[config.mk]
export PLATFORM = sky130hd
export DESIGN_NAME = uart_interrupt_fifo_control
export DESIGN_NICKNAME = d
export VERILOG_FILES = /design/src/uart_irq_pkg.sv /design/src/uart_interrupt_fifo_control.sv
export SDC_FILE = /design/constraint.sdc
export NUM_CORES = 1
export LEC_CHECK = 0
export ABC_AREA = 0
export BUFFER_PORTS_ARGS = -buffer_cell sky130_fd_sc_hd__buf_2
export CORE_ASPECT_RATIO = 1.5
export CORE_MARGIN = 4
export CORE_UTILIZATION = 25
export CTS_BUF_LIST = sky130_fd_sc_hd__clkbuf_2
export DETAILED_ROUTE_END_ITERATION = 6
export PLACE_DENSITY_LB_ADDON = 0.15
export SETUP_SLACK_MARGIN = 0.02
export SYNTH_ARGS = -nofsm -noshare
export SYNTH_HDL_FRONTEND = slang
export SYNTH_SLANG_ARGS = --single-unit
export TNS_END_PERCENT = 30
[constraint.sdc]
create_clock -name clk_sys -period 2.1 [get_ports clk_sys]
set_input_delay 0.105 -clock clk_sys [delete_from_list [all_inputs] [get_ports clk_sys]]
set_output_delay 0.105 -clock clk_sys [all_outputs]
set_load 0.02 [all_outputs]
[src/uart_irq_pkg.sv]
// Purpose: shared constants and carriers for the serial port interrupt and queue control block
// Assumes: APB register access with 32-bit words, one register per aligned word
// Notes:   register indices are kept; byte address is four times the index
package uart_irq_pkg;

  // register indices and byte address scaling
  localparam logic [2:0] IDX_DATA       = 3'h0;   // receive/transmit data or divisor low
  localparam logic [2:0] IDX_ENABLE     = 3'h1;   // interrupt_enable or divisor high
  localparam logic [2:0] IDX_IDENT      = 3'h2;   // interrupt_identification / queue_control
  localparam logic [2:0] IDX_LINE_CTRL  = 3'h3;
  localparam logic [2:0] IDX_LINE_STAT  = 3'h5;
  localparam logic [2:0] IDX_MODEM_STAT = 3'h6;
  localparam int         ADDR_SHIFT     = 2;

  // interrupt_enable bits
  localparam int IE_RDA   = 0;
  localparam int IE_TRANSMIT_HOLDING_EMPTY  = 1;
  localparam int IE_LS    = 2;
  localparam int IE_MODEM = 3;
  localparam logic [3:0] IE_RESET = 4'h0;

  // queue_control bits
  localparam int QC_ENABLE   = 0;
  localparam int QC_RX_FLUSH = 1;
  localparam int QC_TX_FLUSH = 2;
  localparam int QC_TRIG_LO  = 6;
  localparam int QC_TRIG_HI  = 7;

  // line control divisor access bit
  localparam int LC_DIV_ACCESS = 7;
  localparam logic [7:0] LC_RESET = 8'h00;

  // identification codes in bits 3..0
  localparam logic [3:0] ID_NONE    = 4'h1;
  localparam logic [3:0] ID_LINE    = 4'h6;
  localparam logic [3:0] ID_RDA     = 4'h4;
  localparam logic [3:0] ID_TIMEOUT = 4'hC;
  localparam logic [3:0] ID_TRANSMIT_HOLDING_EMPTY    = 4'h2;
  localparam logic [3:0] ID_MODEM   = 4'h0;
  localparam logic [1:0] ID_FIFO_ON = 2'h3;

  // receive trigger fill levels
  localparam logic [4:0] TRIG_LVL0 = 5'h01;
  localparam logic [4:0] TRIG_LVL1 = 5'h04;
  localparam logic [4:0] TRIG_LVL2 = 5'h08;
  localparam logic [4:0] TRIG_LVL3 = 5'h0E;

  // character times without receive activity before timeout
  localparam logic [2:0] TIMEOUT_CHARS = 3'h4;

  // event inputs from the serial datapath
  typedef struct packed {
    logic       line_error;   // overrun, parity, framing or break held in line_status
    logic       modem_delta;  // a modem_status delta bit is set
    logic       tx_empty;     // transmit_holding empty level
    logic       rx_activity;  // pulse: character entered or left the receive queue
    logic       char_tick;    // pulse: one character time elapsed
    logic [4:0] rx_count;     // characters held in receive queue or holding register
  } uart_events_s;

  // control outputs to the serial datapath
  typedef struct packed {
    logic        fifo_enable;
    logic        rx_flush;      // one-cycle pulse
    logic        tx_flush;      // one-cycle pulse
    logic [4:0]  rx_trigger;
    logic [7:0]  line_control;
    logic [15:0] divisor;
  } uart_ctrl_s;

endpackage : uart_irq_pkg

[src/uart_interrupt_fifo_control.sv]
// Purpose: interrupt enable, prioritised identification and queue control of a serial port
// Assumes: APB slave with zero wait states; datapath events synchronous to clk_sys
// Notes:   data, line status and modem status contents come from the datapath as inputs
//
// Our own choice: the APB slave port.
`timescale 1ns/1ps

// How it works
// - modem status interrupt passes only while enable bit 3 is set
// - line status interrupt (overrun, parity, framing, break) needs enable bit 2
// - transmit holding empty interrupt needs enable bit 1
// - received data interrupt needs enable bit 0; bits 7-4 reserved, reset clears
// - interrupt_enable sits at index 1, reachable only with divisor access clear
// - priority: line status, received data or timeout, transmit empty, modem status
// - identification read shows one snapshot; new interrupts wait until access completes
// - identification bit 0 is low when an enabled interrupt is pending
// - bits 3-1 encode the highest source: 011, 010, 110, 001, 000
// - bit 3 is zero outside queue mode; set with bit 2 on timeout
// - timeout after four idle character times with data queued; buffer read clears
// - identification bits 4 and 5 always read zero
// - identification bits 6 and 7 read one while queues are enabled
// - queue_control write and identification read share index 2
// - queue_control bits 7-6 choose the receive trigger fill level
// - queue_control bit 3 has no effect on the channel
// - writing one to bit 2 flushes the transmit queue; self clearing
// - writing one to bit 1 flushes the receive queue only; self clearing
// - bit 0 set enables both queues
// - bit 0 cleared disables and empties both queues
// - leaving queue mode clears all queue_control contents
// - trigger codes 00, 01, 10, 11 mean 1, 4, 8, 14 bytes
// - line control bit 7 redirects indices 0 and 1 to the divisor latches
module uart_interrupt_fifo_control
  import uart_irq_pkg::*;
#(
  parameter int ADDR_W = 5
) (
  input  wire logic                     clk_sys,
  input  wire logic                     arst_n,
  input  wire logic                     psel,
  input  wire logic                     penable,
  input  wire logic                     pwrite,
  input  wire logic [ADDR_W-1:0]        paddr,
  input  wire logic [31:0]              pwdata,
  output logic                          pready,
  output logic [31:0]                   prdata,
  output logic                          pslverr,
  input  wire uart_irq_pkg::uart_events_s events,
  input  wire logic [7:0]               rx_data,
  input  wire logic [7:0]               line_status,
  input  wire logic [7:0]               modem_status,
  output uart_irq_pkg::uart_ctrl_s      ctrl,
  output logic                          tx_write,
  output logic [7:0]                    tx_data,
  output logic                          rx_read,
  output logic                          line_status_read,
  output logic                          modem_status_read,
  output logic                          irq
);

  if (ADDR_W < ADDR_SHIFT + 3) begin : g_addr_check
    $error("ADDR_W too small for register map");
  end

  // register state
  logic [3:0]  ie_q;
  logic [7:0]  lc_q;
  logic [15:0] div_q;
  logic        qen_q;
  logic [1:0]  trig_q;
  logic        rx_flush_q;
  logic        tx_flush_q;
  logic        transmit_holding_empty_q;
  logic        tx_empty_q;
  logic [2:0]  idle_q;
  logic        tmo_q;
  logic [3:0]  id_snap_q;
  logic        irq_q;
  logic [31:0] rdata_q;
  logic        tx_write_q;
  logic [7:0]  tx_data_q;

  // trigger code to fill level
  function automatic logic [4:0] trig_level(input logic [1:0] code);
    case (code)
      2'b00:   trig_level = TRIG_LVL0;
      2'b01:   trig_level = TRIG_LVL1;
      2'b10:   trig_level = TRIG_LVL2;
      default: trig_level = TRIG_LVL3;
    endcase
  endfunction : trig_level

  // bus phase and address decode
  wire logic [2:0] idx      = paddr[ADDR_SHIFT+2:ADDR_SHIFT];
  wire logic       aligned  = (paddr[ADDR_SHIFT-1:0] == '0)
                              && ((paddr >> (ADDR_SHIFT + 3)) == '0);
  wire logic       setup    = psel & ~penable;
  wire logic       access   = psel & penable;
  wire logic       div_sel  = lc_q[LC_DIV_ACCESS];
  wire logic       hit_data = (idx == IDX_DATA) & ~div_sel;
  wire logic       hit_ie   = (idx == IDX_ENABLE) & ~div_sel;
  wire logic       hit_dll  = (idx == IDX_DATA) & div_sel;
  wire logic       hit_dlm  = (idx == IDX_ENABLE) & div_sel;
  wire logic       hit_id   = (idx == IDX_IDENT);
  wire logic       hit_lc   = (idx == IDX_LINE_CTRL);
  wire logic       hit_ls   = (idx == IDX_LINE_STAT);
  wire logic       hit_ms   = (idx == IDX_MODEM_STAT);
  wire logic       mapped   = aligned & (hit_data | hit_ie | hit_dll | hit_dlm | hit_id
                                         | hit_lc | hit_ls | hit_ms);
  wire logic       wr_done  = access & pwrite & mapped;
  wire logic       rd_done  = access & ~pwrite & mapped;
  wire logic       id_setup = setup & ~pwrite & aligned & hit_id;
  wire logic       id_busy  = psel & ~pwrite & aligned & hit_id;

  // receive side conditions
  wire logic       rx_nonempty = (events.rx_count != '0);
  wire logic [4:0] rx_trig     = trig_level(trig_q);
  wire logic       rda_level   = qen_q ? (events.rx_count >= rx_trig) : rx_nonempty;
  wire logic       rb_read     = rd_done & hit_data;

  // enabled sources and priority
  wire logic p_ls    = ie_q[IE_LS] & events.line_error;
  wire logic p_tmo   = ie_q[IE_RDA] & tmo_q;
  wire logic p_rda   = ie_q[IE_RDA] & rda_level;
  wire logic p_transmit_holding_empty  = ie_q[IE_TRANSMIT_HOLDING_EMPTY] & transmit_holding_empty_q;
  wire logic p_modem = ie_q[IE_MODEM] & events.modem_delta;
  wire logic any_p   = p_ls | p_tmo | p_rda | p_transmit_holding_empty | p_modem;

  // priority encoder, line status first, modem status last
  wire logic [3:0] id_live = p_ls   ? ID_LINE :
                             p_rda  ? ID_RDA :
                             p_tmo  ? (qen_q ? ID_TIMEOUT : ID_RDA) :
                             p_transmit_holding_empty ? ID_TRANSMIT_HOLDING_EMPTY :
                             p_modem ? ID_MODEM : ID_NONE;
  wire logic [7:0] id_byte = {(qen_q ? ID_FIFO_ON : 2'b00),
                              2'b00,
                              id_snap_q[3] & qen_q,
                              id_snap_q[2:0]};

  // combinational read mux
  wire logic [7:0] rd_byte = hit_data ? rx_data :
                             hit_ie   ? {4'h0, ie_q} :
                             hit_dll  ? div_q[7:0] :
                             hit_dlm  ? div_q[15:8] :
                             hit_id   ? id_byte :
                             hit_lc   ? lc_q :
                             hit_ls   ? line_status :
                             hit_ms   ? modem_status : 8'h00;

  // interrupt enable, line control and divisor latches
  always_ff @(posedge clk_sys or negedge arst_n) begin
    if (!arst_n) begin
      ie_q  <= IE_RESET;
      lc_q  <= LC_RESET;
      div_q <= 16'h0000;
    end else if (wr_done) begin
      if (hit_ie)  ie_q <= pwdata[3:0];
      if (hit_lc)  lc_q <= pwdata[7:0];
      if (hit_dll) div_q[7:0] <= pwdata[7:0];
      if (hit_dlm) div_q[15:8] <= pwdata[7:0];
    end
  end

  // queue control: enable, trigger, self clearing flushes
  wire logic qc_wr  = wr_done & hit_id;
  wire logic qc_on  = pwdata[QC_ENABLE];                          // bit 3 never read
  wire logic qc_chg = qc_wr & (qc_on != qen_q);
  always_ff @(posedge clk_sys or negedge arst_n) begin
    if (!arst_n) begin
      qen_q      <= 1'b0;
      trig_q     <= 2'b00;
      rx_flush_q <= 1'b0;
      tx_flush_q <= 1'b0;
    end else begin
      rx_flush_q <= 1'b0;
      tx_flush_q <= 1'b0;
      if (qc_wr && qc_on) begin
        qen_q      <= 1'b1;
        trig_q     <= pwdata[QC_TRIG_HI:QC_TRIG_LO];
        rx_flush_q <= pwdata[QC_RX_FLUSH] | qc_chg;
        tx_flush_q <= pwdata[QC_TX_FLUSH] | qc_chg;
      end else if (qc_wr) begin
        qen_q      <= 1'b0;
        trig_q     <= 2'b00;
        rx_flush_q <= qc_chg;
        tx_flush_q <= qc_chg;
      end
    end
  end

  // transmit empty flag: set on rising empty, cleared by id read or data write
  wire logic transmit_holding_empty_rise = events.tx_empty & ~tx_empty_q;
  wire logic transmit_holding_empty_clr  = (rd_done & hit_id & (id_snap_q == ID_TRANSMIT_HOLDING_EMPTY))
                         | (wr_done & hit_data);
  always_ff @(posedge clk_sys or negedge arst_n) begin
    if (!arst_n) begin
      tx_empty_q <= 1'b0;
      transmit_holding_empty_q     <= 1'b0;
    end else begin
      tx_empty_q <= events.tx_empty;
      if (transmit_holding_empty_rise)     transmit_holding_empty_q <= 1'b1;                          // set wins over clear
      else if (transmit_holding_empty_clr) transmit_holding_empty_q <= 1'b0;
    end
  end

  // character timeout: idle character times counted while data is queued
  wire logic idle_rst = ~qen_q | ~rx_nonempty | events.rx_activity | rb_read;
  always_ff @(posedge clk_sys or negedge arst_n) begin
    if (!arst_n) begin
      idle_q <= 3'h0;
      tmo_q  <= 1'b0;
    end else if (idle_rst) begin
      idle_q <= 3'h0;
      tmo_q  <= 1'b0;
    end else if (events.char_tick && idle_q != TIMEOUT_CHARS) begin
      idle_q <= idle_q + 3'h1;
      tmo_q  <= (idle_q + 3'h1 == TIMEOUT_CHARS);
    end
  end

  // identification snapshot; frozen while the host reads it
  always_ff @(posedge clk_sys or negedge arst_n) begin
    if (!arst_n) begin
      id_snap_q <= ID_NONE;
      irq_q     <= 1'b0;
    end else if (!id_busy || id_setup) begin
      id_snap_q <= id_live;
      irq_q     <= any_p;
    end
  end

  // registered read data and transmit data strobe
  always_ff @(posedge clk_sys or negedge arst_n) begin
    if (!arst_n) begin
      rdata_q    <= 32'h0000_0000;
      tx_write_q <= 1'b0;
      tx_data_q  <= 8'h00;
    end else begin
      tx_write_q <= wr_done & hit_data;
      if (wr_done && hit_data) tx_data_q <= pwdata[7:0];
      if (setup && !pwrite) rdata_q <= {24'h000000, rd_byte};
    end
  end

  // bus answers and outputs
  assign pready            = 1'b1;
  assign pslverr           = access & ~mapped;
  assign prdata            = (access && !pwrite && hit_id && aligned)
                             ? {24'h000000, id_byte} : rdata_q;
  assign irq               = irq_q;
  assign tx_write          = tx_write_q;
  assign tx_data           = tx_data_q;
  assign rx_read           = rb_read;
  assign line_status_read  = rd_done & hit_ls;
  assign modem_status_read = rd_done & hit_ms;
  assign ctrl.fifo_enable  = qen_q;
  assign ctrl.rx_flush     = rx_flush_q;
  assign ctrl.tx_flush     = tx_flush_q;
  assign ctrl.rx_trigger   = rx_trig;
  assign ctrl.line_control = lc_q;
  assign ctrl.divisor      = div_q;
endmodule : uart_interrupt_fifo_control

==> out/results.txt, run 1 <==
run status - finished, final reports clean
initial antenna violation count - 1
Peak Freq - 505 MHz
Max VDD drop - 0.274 mV
TritonCTS Buffers - 9
worst reg2reg setup slack - 0.12 ns
Synth Instances - 351
dpl cells - 611
Clk pin slew, worst setup/hold paths - 0.18 ns
Vias - 3081
Worst Path Required - 2.54 ns
critical path launch point - lc_q[7]
PortBufs - 104
crit path kind - reg -> reg
largest net degree at the start of global routing - 62
TritonRoute pass-1 iters - 4
dominant cell type by area after synthesis - dfrtp_1
sequential area share after synthesis - 43.8%
final cell count without fillers - 655
reg2reg start - lc_q[7]
number of global-route vias before repair - 3168
worst-case clock buffer depth - 2
Die ar. - 15900 µm²
Synth Cell Area - 3480 µm²
commonest cells after routing, fill and taps aside - 104 x buf_2, 59 x dfrtp_1, 39 x nand2_1
gpl congestion - 0.795
Yosys warning count - 0
Worst-Skew Late Latency - 0.49 ns
worst min path class - in -> reg
Netlist cell types - 56
width of the die - 104 µm
first-pass GRT wire length - 17400 µm
fin crit share - 94.2%
final setup fails - 0
DRC - 0
syn_area_per_cell - 9.93 µm²
area grow syn2layout - 30.3%
Root Driver - clkbuf_2
Top FF cell, synth - dfrtp_1
WL per Instance - 17.2 µm
PwrDens - 602 nW/µm²
Filler Cell Count - 1429
Initial Util - 25.6%
Worst R2R Path Depth - 5
top cell type's share of synthesized area - 43.1%
hpwl dp - 8740 µm
GR Overflow Total - 0
final-report hold violation count - 0
crit path max fanout - 7
post-route ant nets - 0
Ports - 155
crit start category - flip-flop
clk sinks - 61
Tot GR Track Use - 14.0%
clk_skew - 0.0195 ns
Post-synth EDFFs - 0
CTS H-tree depth - 3
die height - 153 µm
Critical Path AT - 2.42 ns
RSZ-0062 raised after global routing - false
Nets - 571
reg2reg end - rdata_q[4]
Reg area - 1530 µm²
area of the multi-input gates - 1700 µm²
Setup crit end - rdata_q[4]
first-iteration detailed-routing DRC count - 141
Leak - 0.00236 µW
Design Power - 2730 µW
asr flop ratio synth - 100%
crit path capture type - flip-flop
Final Max Slew Viols - 0
Synth area leaders - dfrtp_1 43%, mux2_2 12%, buf_4 6.2%
TNS Setup - 0 ns
# rows - 52
core area - 13600 µm²
CTS tree - built
Setup Buffers After CTS - 0
Tmin final - 1.98 ns
synthesized flop and latch total - 61
most common cell after layout, fill and taps aside - buf_2
Total Routed Length - 11300 µm
max_cap viols - 0
mean number of vias per cell - 4.70
share of layout cells above drive strength 1 - 36.2%
## cell families (layout without fill, tap and decap cells)
kind of cell	Yosys count	count (layout)	synth area share (%)
adders and majority gates	7	7	2.51
buffers and inverters	60	177	10.1
DFF	61	61	43.8
muxes	43	43	13.7
other	2	27	0.216
xor gates and xnor gates	1	1	0.251
and+or+nand+nor	108	108	15.9
AOI/OAI and AO/OA	69	69	13.6
## layout make-up
type / count / share of cell area, %
multi-input combinational: 254 / 37.4
sequential: 61 / 33.7
timing repair buffer: 148 / 20.6
tap: 162 / 4.46
clock inverter: 6 / 1.74
inverter: 14 / 1.16
clock buffer: 9 / 0.992
antenna: 1 / 0.0551
## power breakdown
part,switching [µW],internal (µW)
Clock,450,376
Sequential,63.8,1250
Combinational,349,242
Total,863,1870
## through the flow
stage | setup WS (ns) | hold slack [ns] | util (%) | area, µm²
CTS | 0.0598 | 0.00224 | 33.4 | 4540
floorplan | 0.119 | -0.191 | - | 3570
global placement | 0.229 | 0.144 | 30.4 | 4130
detailed placement | 0.227 | 0.151 | 30.4 | 4130
global route | 0.0421 | 0.0419 | 33.4 | 4540
finish | 0.121 | 0.0525 | 33.4 | 4540
## flip-flops by register name, indices dropped and copies added (netlist names), 2 cells and up
register,cells
div_q,16
lc_q,8
rdata_q,8
tx_data,8
id_snap_q,4
ie_q,4
idle_q,3
trig_q,2
## worst min-delay path by stage
stage	startpoint	endpoint	cells after the start
2_1_floorplan	arst_n	div_q[0]	0
3_3_place_gp	arst_n	lc_q[5]	2
3_5_place_dp	arst_n	lc_q[5]	2
4_1_cts	modem_status[6]	rdata_q[6]	3
5_1_grt	line_status[7]	rdata_q[7]	5
6_report	modem_status[6]	rdata_q[6]	3
## metal layers
metal / vias up / wire length [µm] / track usage, %
met5: - / 0 / 0
met4: 0 / 168 / 4.82
met3: 11 / 678 / 2.59
met2: 107 / 5920 / 25.6
met1: 1501 / 4490 / 16.3
li1: 1462 / - / -
## synthesized netlist by cell type, types with 2 or more instances
cell type,number
dfrtp_1,60
nand2_1,39
mux2_2,37
nor2_1,30
buf_4,29
o21ai_0,15
a21oi_1,14
inv_1,14
a22o_1,9
buf_2,7
clkbuf_1,7
ha_1,7
mux2i_1,6
nor2b_1,6
a221oi_1,5
nand3_1,5
a31oi_1,3
and3_1,3
nand2b_1,3
nor4_1,3
o211ai_1,3
o21ai_1,3
o221ai_1,3
a211oi_1,2
a311oi_1,2
a32o_1,2
and2_1,2
buf_1,2
conb_1,2
nor3b_1,2
## repair_timing
| action | in CTS | in global routing |
|---|---|---|
| hold buffers | 28 | 0 |
| resized for setup | 0 | 1 |
| endpoints found under the hold margin | 118 | 0 |
| setup endpoints to repair | 0 | 2 |
## critical path: stages (launching register included)
cell,delay [ns]
dfrtp_2,0.50
or3b_1,0.47
nor2_1,0.14
a221oi_1,0.05
a31oi_1,0.20
dlygate4sd3_1,0.57
(Power assumes the default switching activity.)
==> run 2: changes to the inputs <==
CORE_UTILIZATION = 49   (was 25)
==> run 2 against run 1 <==
Net effect:
- die area down 46%
- sequential share of layout area up 1.4 points
- global-route usage rose by 8.3 points
- design area fell by 3.9%
- sequential power about the same
- clock power shrank 18%
- final cell count fell by 14%
- count of clock-buffer cells in the layout unchanged
- critical path depth unchanged
- worst hold slack got worse by 0.014 ns
- highest routed layer unchanged
==> out/results.txt, run 2 (same netlist as run 1, synthesis figures left out) <==
# rows - 37 (-29%)
logic gate share of total power - 22.4% (+0.8 points)
clk_skew - 0.0213 ns (+0.00174 ns)
Leak - 0.00232 µW (-1.5%)
Final Util - 63.3% (+30 points)
Slew Limit Headroom - 54.2%
TritonCTS Buffers - 9 (unchanged)
Ports - 155 (unchanged)
Largest register FFs - 16 (unchanged)
Cell Area, Placed - 4010 µm² (-3.1%)
fin crit share - 92.7% (-1.5 points)
number of global-route vias before repair - 3088 (-2.5%)
core area - 6900 µm² (-49%)
max_cap viols - 0 (unchanged)
WL per Instance - 16.5 µm (-4.2%)
sequence of cells on the critical path - or3b_1 > nor2_1 > a221oi_1 > a31oi_1 > dlygate4sd3_1
first-iteration detailed-routing DRC count - 154 (+9.2%)
Critical Path AT - 2.38 ns (-0.04 ns)
Worst Path Required - 2.53 ns (about the same)
Biggest register - div_q
CTS H-tree depth - 3 (unchanged)
met2 Usage GRT - 39.6% (+14 points)
CP delay by family, top - simple AND/OR/NAND/NOR gates
met3 usage - 5.45% (+2.9 points)
worst slew pin tran - 0.686 ns
ant diodes - 0 (-1)
GR Overflow Total - 0 (unchanged)
Filler Cell Count - 626 (-56%)
crit path max fanout - 7 (unchanged)
PwrDens - 588 nW/µm² (-2.4%)
worst min path class - in -> reg
Sequential Power Share - 51.3% (+3.2 points)
TNS Setup - 0 ns (unchanged)
Max VDD drop - 0.390 mV (+42%)
initial antenna violation count - 0 (-1)
mean number of vias per cell - 5.41 (+15%)
slowest CP cell - dlygate4sd3_1
Buf/Inv on CP - 1 (unchanged)
commonest cells after routing, fill and taps aside - 104 x buf_2, 59 x dfrtp_1, 39 x nand2_1
gpl congestion - 0.887 (+11%)
Total Routed Length - 9290 µm (-18%)
final-report hold violation count - 0 (unchanged)
Clk pin slew, worst setup/hold paths - 0.17 ns (about the same)
Initial Util - 50.5% (+25 points)
worst-case clock buffer depth - 2 (unchanged)
Vias - 3050 (-1.0%)
Root Driver - clkbuf_2
crit path kind - reg -> reg
GR peak layer - met2
switching fraction of total power - 32.0% (+0.38 points)
PortBufs - 104 (unchanged)
CTS tree - built
internal power - 1750 µW (-6.7%)
post-route ant nets - 0 (unchanged)
most common cell after layout, fill and taps aside - buf_2
area grow syn2layout - 25.3%
met1 usage - 27.1% (+11 points)
clk sinks - 61 (unchanged)
Design Power - 2570 µW (-6.1%)
Die ar. - 8550 µm² (-46%)
hpwl dp - 7170 µm (-18%)
largest net degree at the start of global routing - 34 (-45%)
Nets - 566 (-0.88%)
Switching Power - 820 µW (-5.0%)
final setup fails - 0 (unchanged)
Tmin final - 1.95 ns (-0.0322 ns)
post-layout instance area - 4370 µm² (-3.9%)
share of layout cells above drive strength 1 - 36.2% (about the same)
TritonRoute pass-1 iters - 4 (unchanged)
Tot GR Track Use - 22.4% (+8.3 points)
width of the die - 76.9 µm (-26%)
Worst-Skew Late Latency - 0.48 ns (about the same)
Peak Freq - 514 MHz (+1.7%)
crit path capture type - flip-flop
Max stage delay on crit path - 0.58 ns (about the same)
first-pass GRT wire length - 15200 µm (-13%)
Final Max Slew Viols - 0 (unchanged)
RSZ-0062 raised after global routing - false
Setup Buffers After CTS - 0 (unchanged)
die height - 111 µm (-27%)
DRC - 0 (unchanged)
crit start category - flip-flop
run status - finished, final reports clean
Clk network pwr share - 26.3% (-3.9 points)
run 2: repair_timing:
action,in CTS,in global routing
hold buffers,26,0
resized for setup,0,1
hold endpoints to repair,83,0
endpoints found under the setup margin,0,2
run 2: final timing paths:
kind,endpoint,depth (start not counted),start,slack (ns)
worst max register to register,rdata_q[4],5,lc_q[7],0.15
min in group asynchronous,rdata_q[4],2,arst_n,0.18
worst min register to register,rdata_q[0],2,rdata_q[0],0.52
max in group asynchronous,id_snap_q[0],3,arst_n,1.23
worst max-delay path,rdata_q[4],5,lc_q[7],0.15
worst min-delay path,rdata_q[3],3,rx_data[3],0.04
run 2: area by class of cell:
| cell class | count | area, µm² | share of cell area (%) |
|---|---|---|---|
| Timing Repair Buffer | 143 | 891 | 20.4 |
| Sequential cell | 61 | 1530 | 35.0 |
| Inverter | 14 | 52.6 | 1.20 |
| Clock inverter | 5 | 53.8 | 1.23 |
| Multi-Input combinational cell | 254 | 1700 | 38.9 |
| Clock buffer | 9 | 45.0 | 1.03 |
| Tap cell | 78 | 97.6 | 2.24 |
run 2: routing by layer:
layer	vias to the layer above	wire length, µm	share of wire (%)
met5	-	0	0
met4	0	133	1.4
met3	13	628	6.8
met2	128	4850	52
met1	1454	3680	40
li1	1455	-	-
run 2: metrics by stage:
stage | setup WS, ns | hold WS [ns] | instances
after floorplan | 0.119 | -0.191 | 375
after global placement | 0.279 | 0.182 | 524
after detailed placement | 0.187 | 0.172 | 524
after CTS | 0.137 | 0.00231 | 564
after global routing | 0.0337 | 0.0314 | 564
final | 0.153 | 0.0382 | 564
run 2: power by group through the flow:
stage / clock, µW / sequential (µW) / combinational [µW]
global placement: 0 / 1330 / 525
global route: 752 / 1320 / 631
floorplan: 0 / 1360 / 331
finish: 676 / 1320 / 575
CTS: 691 / 1310 / 575
detailed placement: 0 / 1340 / 532
run 2: worst register-to-register path: cells and delay by family, from the launching register on:
family,cells,cell delay (ns)
AOI/OAI and AO/OA,2,0.26
buffers and inverters,1,0.58
DFF,1,0.47
and+or+nand+nor,2,0.60
==> run 3: changes to the inputs <==
RECOVER_POWER = 25   (was default)
==> run 3 against run 2 <==
Net effect:
- the run now ends with max-capacitance violations, max-slew violations left
- die area unchanged
- via count unchanged
- setup slack improved by 0.0023 ns
- critical path depth unchanged
- global-route usage unchanged
- non-clock buffer count unchanged
- sequential power about the same
- highest routed layer unchanged
==> out/results.txt, run 3 (same netlist as run 1, synthesis figures left out) <==
reg2reg end - rdata_q[4]
worst slew pin tran - 1.65 ns (+0.968 ns)
max_cap viols - 1 (+1)
logic gate share of total power - 22.4% (about the same)
mean number of vias per cell - 5.41 (unchanged)
Worst Hold Margin - 0.0292 ns (-0.00902 ns)
die height - 111 µm (unchanged)
crit path max fanout - 7 (unchanged)
worst min path class - in -> reg
final setup fails - 0 (unchanged)
worst hold stages - 3 (unchanged)
failing checks - max-capacitance violations, max-slew violations
Die ar. - 8550 µm² (unchanged)
Final Max Slew Viols - 29 (+29)
clk sinks - 61 (unchanged)
CTS H-tree depth - 3 (unchanged)
Setup Buffers After CTS - 0 (unchanged)
TNS Setup - 0 ns (unchanged)
width of the die - 76.9 µm (unchanged)
Worst Path Required - 2.54 ns (about the same)
PwrDens - 588 nW/µm² (about the same)
Vias - 3050 (unchanged)
core area - 6900 µm² (unchanged)
Root Driver - clkbuf_2
first-pass GRT wire length - 15200 µm (unchanged)
Slew Limit Headroom - -10.3% (-65 points)
TritonRoute pass-1 iters - 5 (+1)
Initial Util - 50.5% (unchanged)
WL per Instance - 16.5 µm (about the same)
Peak Freq - 514 MHz (+0.12%)
worst-case clock buffer depth - 2 (unchanged)
DRC - 0 (unchanged)
largest net degree at the start of global routing - 34 (unchanged)
run status - complete, but fails checks
ant diodes - 0 (unchanged)
clk_skew - 0.0209 ns (-0.000347 ns)
crit path kind - reg -> reg
hpwl dp - 7170 µm (unchanged)
Worst Hold Launch - rx_data[3]
Min-Delay Endpoint - rdata_q[3]
Tmin final - 1.94 ns (-0.00229 ns)
Tot GR Track Use - 22.4% (unchanged)
post-route ant nets - 0 (unchanged)
Switching Power - 819 µW (about the same)
TritonCTS Buffers - 9 (unchanged)
CTS tree - built
number of global-route vias before repair - 3088 (unchanged)
Biggest register - div_q
Nets - 566 (unchanged)
Worst-Skew Late Latency - 0.49 ns (about the same)
share of layout cells above drive strength 1 - 35.8% (-0.41 points)
Clk pin slew, worst setup/hold paths - 0.17 ns (about the same)
Sequential Power Share - 51.3% (about the same)
gpl congestion - 0.887 (unchanged)
Critical Path AT - 2.39 ns (about the same)
Leak - 0.00232 µW (-0.24%)
area grow syn2layout - 25.2% (about the same)
internal power - 1750 µW (about the same)
initial antenna violation count - 0 (unchanged)
Clk network pwr share - 26.4% (about the same)
Max VDD drop - 0.390 mV (-0.19%)
first-iteration detailed-routing DRC count - 177 (+15%)
Worst R2R Path Depth - 5 (unchanged)
PortBufs - 104 (unchanged)
Largest register FFs - 16 (unchanged)
reg2reg start - lc_q[7]
most common cell after layout, fill and taps aside - buf_2
switching fraction of total power - 31.9% (about the same)
final-report hold violation count - 0 (unchanged)
crit path capture type - flip-flop
fin crit share - 92.6% (-0.11 points)
Ports - 155 (unchanged)
RSZ-0062 raised after global routing - false
GR Overflow Total - 0 (unchanged)
worst reg2reg setup slack - 0.16 ns (about the same)
Total Routed Length - 9290 µm (about the same)
commonest cells after routing, fill and taps aside - 102 x buf_2, 59 x dfrtp_1, 39 x nand2_1
# rows - 37 (unchanged)
crit start category - flip-flop
run 3: changes by cell type in the layout (fill, tap and decap cells not counted), sizes merged:
cell | before | now
buf | 117 | 115
clkbuf | 9 | 11
run 3: timing repair:
item / CTS / global route
hold buffers: 26 / 0
gates resized for setup: 0 / 1
hold endpoints to repair: 83 / 0
endpoints found under the setup margin: 0 / 2
run 3: area by class of cell:
| class | count | area (µm²) |
|---|---|---|
| inverter | 14 | 52.6 |
| clock buffer | 9 | 45.0 |
| clock inverter | 5 | 53.8 |
| sequential | 61 | 1530 |
| multi-input combinational | 254 | 1700 |
| tap | 78 | 97.6 |
| timing repair buffer | 143 | 888 |
| fill | 625 | 2530 |
run 3: layer usage:
metal  up-vias  global-route usage [%]  wire (µm)
met5         -                       0          0
met4         0                    5.44        134
met3        15                    5.45        637
met2       128                    39.6       4850
met1      1454                    27.1       3660
li1       1453                       -          -
run 3: worst max path at each step:
stage	start	end	cells after the start	slack (ns)
floorplan	trig_q[1]	id_snap_q[2]	7	0.12
global placement	trig_q[1]	id_snap_q[2]	7	0.28
CTS	trig_q[1]	id_snap_q[2]	7	0.14
global route	trig_q[0]	id_snap_q[2]	7	0.03
detailed placement	trig_q[1]	id_snap_q[2]	7	0.19
finish	lc_q[7]	rdata_q[4]	5	0.16
run 3: worst max-delay path, cell delays in order (launching register included):
cell,delay (ns)
dfrtp_2,0.47
or3b_1,0.46
nor2_1,0.14
a221oi_1,0.06
a31oi_1,0.20
dlygate4sd3_1,0.58
run 3: through the flow:
step | worst slack, ns | instances | power, µW | utilization (%) | instance area, µm²
2_1_floorplan | 0.119 | 375 | 1690 | - | 3570
3_3_place_gp | 0.279 | 524 | 1860 | 58.1 | 4010
3_5_place_dp | 0.187 | 524 | 1870 | 58.1 | 4010
4_1_cts | 0.137 | 564 | 2580 | 63.3 | 4360
5_1_grt | 0.0337 | 564 | 2710 | 63.3 | 4360
6_report | 0.155 | 564 | 2560 | 63.3 | 4360
run 3: power by group through the flow:
stage / registers [µW] / clock network (µW) / logic [µW]
6_report: 1310 / 676 / 574
5_1_grt: 1320 / 752 / 631
4_1_cts: 1310 / 691 / 575
3_5_place_dp: 1340 / 0 / 532
3_3_place_gp: 1330 / 0 / 525
2_1_floorplan: 1360 / 0 / 331
